### src/include/chan_sel_pkg.sv
package chan_sel_pkg;

   // bus and map geometry
   localparam int ADDR_W = 8;
   localparam int DATA_W = 8;
   localparam int NUM_FUNC = 8;
   localparam int NUM_BYTES = 4;
   localparam int NUM_CH = 32;

   // register offsets on the parallel port
   localparam logic [7:0] OFS_POINTER = 8'h28;
   localparam logic [7:0] OFS_MAP_1_8 = 8'h29;
   localparam logic [7:0] OFS_MAP_9_16 = 8'h2a;
   localparam logic [7:0] OFS_MAP_17_24 = 8'h2b;
   localparam logic [7:0] OFS_MAP_25_32 = 8'h2c;

   // values after reset, and the read value when nothing is mapped
   localparam logic [7:0] POINTER_RESET = 8'h00;
   localparam logic [31:0] MAP_RESET = 32'h0000_0000;
   localparam logic [7:0] RDATA_RESET = 8'h00;
   localparam logic [7:0] UNMAPPED_READ = 8'h00;

   // function bit positions in the pointer register
   localparam int FN_TX_BERT = 0;
   localparam int FN_TX_FRAC = 1;
   localparam int FN_PAYLOAD_ERR = 2;
   localparam int FN_TX_HW_SIG = 3;
   localparam int FN_RX_BERT = 4;
   localparam int FN_RX_FRAC = 5;
   localparam int FN_RX_SIG_REINS = 6;
   localparam int FN_RX_ALL_ONES = 7;

   // host request on the parallel port
   typedef struct packed {
      logic wr;
      logic rd;
      logic [7:0] addr;
      logic [7:0] wdata;
   } host_req_t;

   // host answer
   typedef struct packed {
      logic rvalid;
      logic [7:0] rdata;
   } host_rsp_t;

   // channel maps, highest pointer bit first so it overlays the array
   typedef struct packed {
      logic [31:0] rx_signaling_all_ones_sel;
      logic [31:0] rx_signaling_reinsert_sel;
      logic [31:0] rx_fractional_sel;
      logic [31:0] rx_biterr_test_sel;
      logic [31:0] tx_hw_signaling_sel;
      logic [31:0] payload_error_insert_sel;
      logic [31:0] tx_fractional_sel;
      logic [31:0] tx_biterr_test_sel;
   } chan_sel_t;

endpackage

### src/hdl/per_channel_select_regs.sv
`timescale 1ns/1ps
module per_channel_select_regs (
   // clock and reset
   input wire logic clk,
   input wire logic rst_n,
   // host parallel port
   input wire chan_sel_pkg::host_req_t host_req,
   output chan_sel_pkg::host_rsp_t host_rsp,
   // channel maps to the per-channel functions
   output chan_sel_pkg::chan_sel_t chan_sel,
   // current pointer, for visibility
   output logic [chan_sel_pkg::DATA_W-1:0] func_pointer
);
   import chan_sel_pkg::*;

   typedef struct packed {
      logic [DATA_W-1:0] pointer;
      logic [DATA_W-1:0] rdata;
      logic rvalid;
   } regs_t;

   regs_t state_q;
   regs_t state_d;

   logic [NUM_FUNC-1:0][NUM_CH-1:0] maps;
   logic [NUM_BYTES-1:0] byte_we;
   logic [NUM_BYTES-1:0] byte_hit;

   // which map byte an address names, one-hot, zero when none
   function automatic logic [NUM_BYTES-1:0] map_byte(
      input logic [ADDR_W-1:0] addr
   );
      logic [NUM_BYTES-1:0] hit;
      hit = '0;
      unique case (addr)
         OFS_MAP_1_8: hit = 4'h1;
         OFS_MAP_9_16: hit = 4'h2;
         OFS_MAP_17_24: hit = 4'h4;
         OFS_MAP_25_32: hit = 4'h8;
         default: hit = 4'h0;
      endcase
      return hit;
   endfunction

   // lowest selected function, the one a map read shows
   function automatic logic [2:0] first_sel(
      input logic [NUM_FUNC-1:0] ptr
   );
      logic [2:0] idx;
      idx = 3'h0;
      for (int f = NUM_FUNC - 1; f >= 0; f--) begin
         if (ptr[f]) begin
            idx = f[2:0];
         end
      end
      return idx;
   endfunction

   assign byte_hit = map_byte(host_req.addr);

   // map writes use the pointer as it stands at that edge
   assign byte_we = host_req.wr ? byte_hit : '0;

   // one store per function; every set pointer bit enables its store
   generate
      for (genvar f = 0; f < NUM_FUNC; f++) begin : g_func
         chan_map_store u_store (
            .clk(clk),
            .rst_n(rst_n),
            .sel(state_q.pointer[f]),
            .byte_we(byte_we),
            .wdata(host_req.wdata),
            .map(maps[f])
         );
      end
   endgenerate

   // pointer write and registered read data
   always_comb begin
      logic [DATA_W-1:0] rd_val;
      logic [2:0] fsel;
      rd_val = UNMAPPED_READ;
      fsel = first_sel(state_q.pointer);
      state_d = state_q;
      state_d.rvalid = 1'b0;
      if (host_req.wr && host_req.addr == OFS_POINTER) begin
         state_d.pointer = host_req.wdata;
      end
      // read returns pre-write contents when both strobes coincide
      if (host_req.addr == OFS_POINTER) begin
         rd_val = state_q.pointer;
      end else begin
         for (int b = 0; b < NUM_BYTES; b++) begin
            if (byte_hit[b] && state_q.pointer != '0) begin
               rd_val = maps[fsel][b*DATA_W +: DATA_W];
            end
         end
      end
      if (host_req.rd) begin
         state_d.rdata = rd_val;
         state_d.rvalid = 1'b1;
      end
   end

   // pointer and read path cleared on reset
   always_ff @(posedge clk or negedge rst_n) begin
      if (!rst_n) begin
         state_q.pointer <= POINTER_RESET;
         state_q.rdata <= RDATA_RESET;
         state_q.rvalid <= 1'b0;
      end else begin
         state_q <= state_d;
      end
   end

   assign host_rsp.rvalid = state_q.rvalid;
   assign host_rsp.rdata = state_q.rdata;
   assign func_pointer = state_q.pointer;

   // function outputs by pointer bit position
   // bit-error test and fractional maps
   assign chan_sel.tx_biterr_test_sel = maps[FN_TX_BERT];
   assign chan_sel.rx_biterr_test_sel = maps[FN_RX_BERT];
   assign chan_sel.tx_fractional_sel = maps[FN_TX_FRAC];
   assign chan_sel.rx_fractional_sel = maps[FN_RX_FRAC];
   // payload error, tx hardware signaling and rx signaling maps
   assign chan_sel.payload_error_insert_sel = maps[FN_PAYLOAD_ERR];
   assign chan_sel.tx_hw_signaling_sel = maps[FN_TX_HW_SIG];
   assign chan_sel.rx_signaling_reinsert_sel = maps[FN_RX_SIG_REINS];
   assign chan_sel.rx_signaling_all_ones_sel = maps[FN_RX_ALL_ONES];
endmodule

### src/hdl/chan_map_store.sv
`timescale 1ns/1ps
module chan_map_store (
   // clock and reset
   input wire logic clk,
   input wire logic rst_n,
   // write side
   input wire logic sel,
   input wire logic [chan_sel_pkg::NUM_BYTES-1:0] byte_we,
   input wire logic [chan_sel_pkg::DATA_W-1:0] wdata,
   // stored map
   output logic [chan_sel_pkg::NUM_CH-1:0] map
);
   import chan_sel_pkg::*;

   typedef struct packed {
      logic [NUM_CH-1:0] map;
   } store_t;

   store_t state_q;
   store_t state_d;

   // byte lane update, only while this function is pointed at
   always_comb begin
      state_d = state_q;
      for (int b = 0; b < NUM_BYTES; b++) begin
         if (sel && byte_we[b]) begin
            state_d.map[b*DATA_W +: DATA_W] = wdata;
         end
      end
   end

   always_ff @(posedge clk or negedge rst_n) begin
      if (!rst_n) begin
         state_q.map <= MAP_RESET;
      end else begin
         state_q <= state_d;
      end
   end

   assign map = state_q.map;
endmodule

### config.mk
export PLATFORM = sky130hd
export DESIGN_NAME = per_channel_select_regs
export DESIGN_NICKNAME = d
export VERILOG_FILES = /design/src/include/chan_sel_pkg.sv /design/src/hdl/per_channel_select_regs.sv /design/src/hdl/chan_map_store.sv
export SDC_FILE = /design/constraint.sdc
export NUM_CORES = 1
export LEC_CHECK = 0
export BUFFER_PORTS_ARGS = -buffer_cell sky130_fd_sc_hd__buf_2
export CORE_MARGIN = 3
export CORE_UTILIZATION = 30
export CTS_CLUSTER_DIAMETER = 30
export DETAILED_ROUTE_END_ITERATION = 12
export SLEW_MARGIN = 20
export SYNTH_ARGS = -nofsm -noshare
export SYNTH_HDL_FRONTEND = slang
export SYNTH_SLANG_ARGS = --single-unit
### constraint.sdc
create_clock -name clk -period 7.5 [get_ports clk]
set_clock_uncertainty 0.15 [all_clocks]
set_input_delay 2.25 -clock clk [delete_from_list [all_inputs] [get_ports clk]]
set_output_delay 2.25 -clock clk [all_outputs]
set_load 0.02 [all_outputs]
# ---- After elaboration in Yosys (flattened, before gate mapping)
# Index checks and enable logic that the tools add are counted.
dict set report op_classes {
  reduce_logical 38
  n_lt_le_gt_ge 1
  eq_ne 5
  mux 18
}
# op n
set op_table {}
lappend op_table {{32-bit binary-select mux with 3-bit select} 1}
lappend op_table {{8-bit by 6-bit == test with 1-bit output, second input constant} 5}
lappend op_table {{8-bit 2-to-1 mux} 5}
lappend op_table {{1-bit logical AND} 37}
lappend op_table {{32-bit 2-to-1 mux} 1}
lappend op_table {{3-bit 2-to-1 mux} 8}
lappend op_table {{4-bit case mux with 4 select lines} 1}
lappend op_table {{8-bit nonzero test} 1}
lappend op_table {{3-bit by 4-bit < comparator with 1-bit output, second input constant} 1}
lappend op_table {{4-bit 2-to-1 mux} 1}
lappend op_table {{1-bit 2-to-1 mux} 1}
dict set report totals {
  word_cells 97
  ff_bits 273
  out_inout_bits 273
  in_bits 20
}

# ---- Longest topological paths before layout
dict set report logic_depth {
  ltp_word 15
  depth_mapped 12
  depth_no_buf 8
}

# ---- Modules after synthesis
# Synthesis repeated with hierarchy kept, for this count alone.
dict set report hier_totals {
  hier_cells 1055
  hier_area_um2 12682.2
}
# mod cells_per_inst seq_area_each_um2 n_inst area_each_um2
set by_module_without_submodules {}
lappend by_module_without_submodules {chan_map_store 68 800.8 8 1186.1}
lappend by_module_without_submodules {per_channel_select_regs 511 425.4 1 3193.1}

# ---- Least setup slack after synthesis
# No wires, ideal clock.
dict set report synth_path {
  kind {input to register}
  start {input host_req[15] in the netlist's numbering}
  end {register, netlist name g_func[1].u_store.map[24]}
  path_slack_ns 3.387
  setup_ns 0.125
  arrival_ns 3.839
  path_stages 7
  path_buffers 1
  t_required_ns 7.225
  cell_sequence {nor3b_1 -> and2_1 -> nor3b_1 -> and3_1 -> buf_2 -> nand2_1 -> mux2_2}
}
dict set report synth_via {
  elab_chain_len 4
  word_cells_on_any_way 7
  classes_between {eq/ne: 4; mux: 2; reduce/logical: 1}
}
# item line_no
set synth_lines {}
lappend synth_lines {{from (decl)} per_channel_select_regs.sv:7} ;# input wire chan_sel_pkg::host_req_t host_req,
lappend synth_lines {{8-bit by 6-bit == test with 1-bit output} per_channel_select_regs.sv:35} ;# unique case (addr)
lappend synth_lines {{4-bit case mux with 4 select lines (*)} per_channel_select_regs.sv:35}
lappend synth_lines {{4-bit 2-to-1 mux (*)} per_channel_select_regs.sv:62} ;# assign byte_we = host_req.wr ? byte_hit : '0;
lappend synth_lines {{1-bit logical AND (*)} chan_map_store.sv:26} ;# if (sel && byte_we[b]) begin
# Mark *: on every way between the ends. The rest lies on a longest branch, timed or not.
# A chain may end at the register's enable or synchronous reset.

# ---- Worst setup path in the final report
dict set report layout_path {
  start {input host_req[13] in the netlist's numbering}
  end {register state_q (netlist bit host_rsp[3])}
}
dict set report layout_via {
  elab_chain_len 8
  word_cells_on_any_way 15
  classes_between {eq/ne: 5; mux: 6; reduce/logical: 4}
}
# item line_no
set layout_lines {}
lappend layout_lines {{8-bit by 6-bit == test with 1-bit output} per_channel_select_regs.sv:35}
lappend layout_lines {{4-bit case mux with 4 select lines} per_channel_select_regs.sv:35}
lappend layout_lines {{1-bit logical AND} per_channel_select_regs.sv:94} ;# if (byte_hit[b] && state_q.pointer != '0) begin
lappend layout_lines {{8-bit 2-to-1 mux (4 in a row)} per_channel_select_regs.sv:94}
lappend layout_lines {{8-bit 2-to-1 mux (*)} per_channel_select_regs.sv:90} ;# if (host_req.addr == OFS_POINTER) begin
lappend layout_lines {{to (signal assigned)} per_channel_select_regs.sv:112} ;# state_q <= state_d;
lappend layout_lines {{to (decl)} per_channel_select_regs.sv:22} ;# regs_t state_q;
# Marks and branches as above.

==> results_tabular.tex <==
\begin{tabular}{lr}
\hline
Metric & Value \\
\hline
\multicolumn{2}{l}{\textbf{Clocking}} \\
Buffer levels on the longest clock path & 3 \\
Clock latency reported for the late side of the worst-skew pair & around 580 ps \\
Cell chosen for the clock root & sky130\_fd\_sc\_hd\_\_clkbuf\_16 \\
Number of sinks handled by clock tree synthesis & approximately 270 \\
Number of buffers created by CTS & 72 \\
Reg clk slew, reported paths & 50 ps \\
Post-CTS Hold Buffers & 0 \\
Maximum level of the CTS H-tree & 3 \\
TritonCTS clock tree & yes \\
Number of setup buffers added after CTS & 0 \\
Cts repair resizes & 0 \\
\multicolumn{2}{l}{\textbf{Synth}} \\
Netlist Area Pre-Place & 0.0129 sq mm \\
Count of yosys warnings during synthesis & 0 \\
Commonest cells post-synth & sky130\_fd\_sc\_hd\_\_dfrtp\_1, sky130\_fd\_sc\_hd\_\_mux2\_2, sky130\_fd\_sc\_hd\_\_nand2\_1, sky130\_fd\_sc\_hd\_\_nand3\_1, sky130\_fd\_sc\_hd\_\_mux2i\_1 \\
Number of flops mapped to enable cells by yosys & 0 \\
Area share of the leading cell type in the synthesized netlist & 0.531 \\
Top-count cell post-synth & sky130\_fd\_sc\_hd\_\_dfrtp\_1 \\
Post-synthesis sequential area ratio & 0.531 \\
Share of flip-flops with an asynchronous set or reset & 1.00 \\
Net Count, Synth & approximately 1,100 \\
Post-Syn Instances & approximately 1,000 \\
Cell taking the most area after synthesis & sky130\_fd\_sc\_hd\_\_dfrtp\_1 \\
Synthesized flop and latch total & between 200 and 300 \\
Cell types with the largest area share after synthesis & sky130\_fd\_sc\_hd\_\_dfrtp\_1, sky130\_fd\_sc\_hd\_\_mux2\_2, sky130\_fd\_sc\_hd\_\_nand2\_1 \\
Top FF cell, synth & sky130\_fd\_sc\_hd\_\_dfrtp\_1 \\
Mean cell area of the mapped netlist & between 10 and 15 sq um \\
Number of distinct library cells after synthesis & 64 \\
\multicolumn{2}{l}{\textbf{Setup path}} \\
Critical path capture point & host\_rsp[3] \\
Startpoint type of the worst setup path & primary input \\
Reg-to-reg critical path startpoint & func\_pointer[4] \\
Maximum fanout count along the critical path & 8 \\
Worst reg2reg path endpoint & host\_rsp[2] \\
CP startpoint & host\_req[13] \\
Arrival time at the worst endpoint & between 5000 and 6000 ps \\
Internal reg-to-reg setup slack & 3080 ps \\
Path depth of the worst reg2reg path & 10 \\
Worst setup path class & in -> reg \\
Required time of the worst setup path & around 7800 ps \\
Critical Path Sink Type & flop \\
\multicolumn{2}{l}{\textbf{Cells and area}} \\
Fillers & roughly 4,000 \\
Layout cells sized above 1 & 0.502 \\
Post-route cell area & around 0.017 sq mm \\
Net count, final & roughly 1,400 \\
Number of cells in the finished layout apart from fillers & 1,946 \\
Layout overhead on the synthesized area & 34.1\% \\
\multicolumn{2}{l}{\textbf{STA}} \\
Minimum period implied by the final worst setup slack & $\sim$4800 ps \\
Final Max Slew Viols & 0 \\
Maximum clock frequency & approximately 210 MHz \\
Total negative slack & 0 ps \\
Hold slack & between 300 and 400 ps \\
Unrepaired setup endpoints after global routing & no \\
Final Cycle Share & 0.639 \\
Max-slew headroom at the worst pin & 0.202 \\
Final setup slack of the worst path & around 2700 ps \\
Final Hold Fails & 0 \\
Count of endpoints failing setup in the final report & 0 \\
Transition at the pin with the smallest max-transition slack & 1190 ps \\
\multicolumn{2}{l}{\textbf{Place}} \\
Post-placement cell area & approximately 0.015 sq mm \\
Number of I/O port buffers & about 300 \\
\# placed instances & 1,817 \\
Final GP Congestion & roughly 0.92 \\
Pre-CTS setup slack & roughly 2300 ps \\
Detailed placement HPWL & roughly 37 mm \\
\multicolumn{2}{l}{\textbf{Detailed routing}} \\
Average wire per cell in the routed design & approximately 27 um \\
Drt first pass iters & 6 \\
Via count & 10,400 \\
Number of violations reported at the end of detailed-routing iteration 0 & between 800 and 900 \\
Total wire length after detailed routing & about 53 mm \\
Detailed-route vias per instance & around 5.4 \\
Antenna viol nets, final & 0 \\
Post-route DRC violation count & 0 \\
\multicolumn{2}{l}{\textbf{GRT}} \\
Number of global-route vias before repair & around 11,000 \\
Overall track demand over capacity in global routing & 0.230 \\
Final global-route overflow total & 0 \\
Initial antenna violation count & 0 \\
First-pass GRT wire length & around 75 mm \\
Largest net degree at the start of global routing & between 100 and 150 \\
\multicolumn{2}{l}{\textbf{Min path}} \\
Hold Crit Class & reg -> reg \\
\multicolumn{2}{l}{\textbf{Floorplan}} \\
Die span in x & roughly 210 um \\
Overall die height & between 200 and 250 um \\
Initial cell density of the core & 0.305 \\
Number of standard-cell rows in the floorplan & 75 \\
Ports placed on the boundary & between 200 and 300 \\
Core Region & around 0.042 sq mm \\
Overall die area & 0.0454 sq mm \\
\multicolumn{2}{l}{\textbf{Pwr}} \\
Leakage power total & approximately 0.0092 uW \\
Internal & between 3000 and 4000 uW \\
Reg power frac & 0.299 \\
Switching Power & $\sim$1200 uW \\
IR Drop Worst-Case VDD & approximately 170 uV \\
Fraction of power spent switching nets & 0.239 \\
Clock network power share & 0.635 \\
Comb pwr share & 0.066 \\
Pwr per Cell Area & between 200 and 300 mW/mm\^{}2 \\
\multicolumn{2}{l}{\textbf{Run status}} \\
Status & finished, final reports clean \\
\multicolumn{2}{l}{\textbf{Job}} \\
Number of maximum-capacitance constraint violations & 0 \\
\hline
\end{tabular}
==> through the flow <==
stage / total power, uW / utilization
3_3_place_gp: 1850 / 0.349
4_1_cts: 5070 / 0.409
5_1_grt: 5180 / 0.409
3_5_place_dp: 1850 / 0.349
6_report: 5030 / 0.409
2_1_floorplan: 1710 / -
==> cell families (layout without fill, tap and decap cells) <==
logic type             count (synthesis)  in the layout  share of synthesized area
DFF                                  273            273                      0.531
buffers and inverters                 78            437                     0.0323
and+or+nand+nor                      273            273                     0.0968
muxes                                310            310                      0.271
other                                  0              1                          0
AOI/OAI and AO/OA                    113            113                     0.0686
==> worst min-delay path by stage <==
stage	startpoint	end	slack, ps	cells after the start
after floorplan	host_rsp[6]	host_rsp[6]	440	2
after global placement	host_rsp[6]	host_rsp[6]	310	2
after detailed placement	host_rsp[6]	host_rsp[6]	320	2
after CTS	host_rsp[6]	host_rsp[6]	330	2
after global routing	host_rsp[6]	host_rsp[6]	340	2
final	host_rsp[6]	host_rsp[6]	340	2
==> sequential cells by signal, indices dropped and copies added (netlist names) <==
register	flops
g_func.u_store.map	256
host_rsp	9
func_pointer	8
==> worst max-delay path, cell delays in order <==
cell and delay, ps:
sky130_fd_sc_hd__buf_2 100, sky130_fd_sc_hd__nor3b_1 190, sky130_fd_sc_hd__and2_1 220, sky130_fd_sc_hd__a21oi_1 750, sky130_fd_sc_hd__a32oi_1 420, sky130_fd_sc_hd__a2111oi_2 700
sky130_fd_sc_hd__o221ai_1 230, sky130_fd_sc_hd__a22o_1 230
==> final cells by class <==
cell class                 instances  area, sq um  share of cell area
sequential                       273         6830               0.396
clock inverter                    33          512              0.0297
multi-input combinational        696         5630               0.326
inverter                           5         18.8             0.00109
tap                              539          674              0.0391
antenna                            1         2.50            0.000145
timing repair buffer             304         1560              0.0905
clock buffer                      95         2020               0.117
==> power groups by stage <==
stage          Clock (uW)  Combinational, uW  Sequential, uW
2_1_floorplan           0                194            1520
3_3_place_gp            0                328            1520
3_5_place_dp            0                328            1520
4_1_cts              3230                330            1500
5_1_grt              3320                353            1500
6_report             3190                332            1500
==> per-layer routing <==
layer  track usage  vias up  part of all wire
li1              -     4441                 -
met1         0.289     5332              0.40
met2         0.353      526              0.45
met3        0.0845      132              0.10
met4         0.111        0             0.046
met5             0        -                 0
==> placed cells by master, fill, tap and decap left out, drive strengths merged, types with 2 or more instances in the layout <==
cell	Yosys	routed
o221ai	8	8
clkinvlp	0	6
and3	11	11
mux2i	38	38
inv	5	7
or3	2	2
dfrtp	273	273
a21oi	20	20
o21ai	13	13
a211oi	14	14
o22ai	5	5
nor2	25	25
mux2	268	268
nor3	4	4
clkinv	0	14
a21boi	3	3
o32ai	2	2
a311oi	2	2
nor4	8	8
a22o	5	5
nand2b	3	3
and2	5	5
a222oi	4	4
nor3b	4	4
clkbuf	36	95
mux4	4	4
nand2	162	162
a31oi	7	7
o31ai	6	6
nor2b	2	2
a32oi	3	3
nand3	43	43
a221oi	5	5
a311o	4	4
buf	37	304
bufinv	0	11
a2111oi	2	2
No activity file was read; power rests on OpenSTA's default activity.
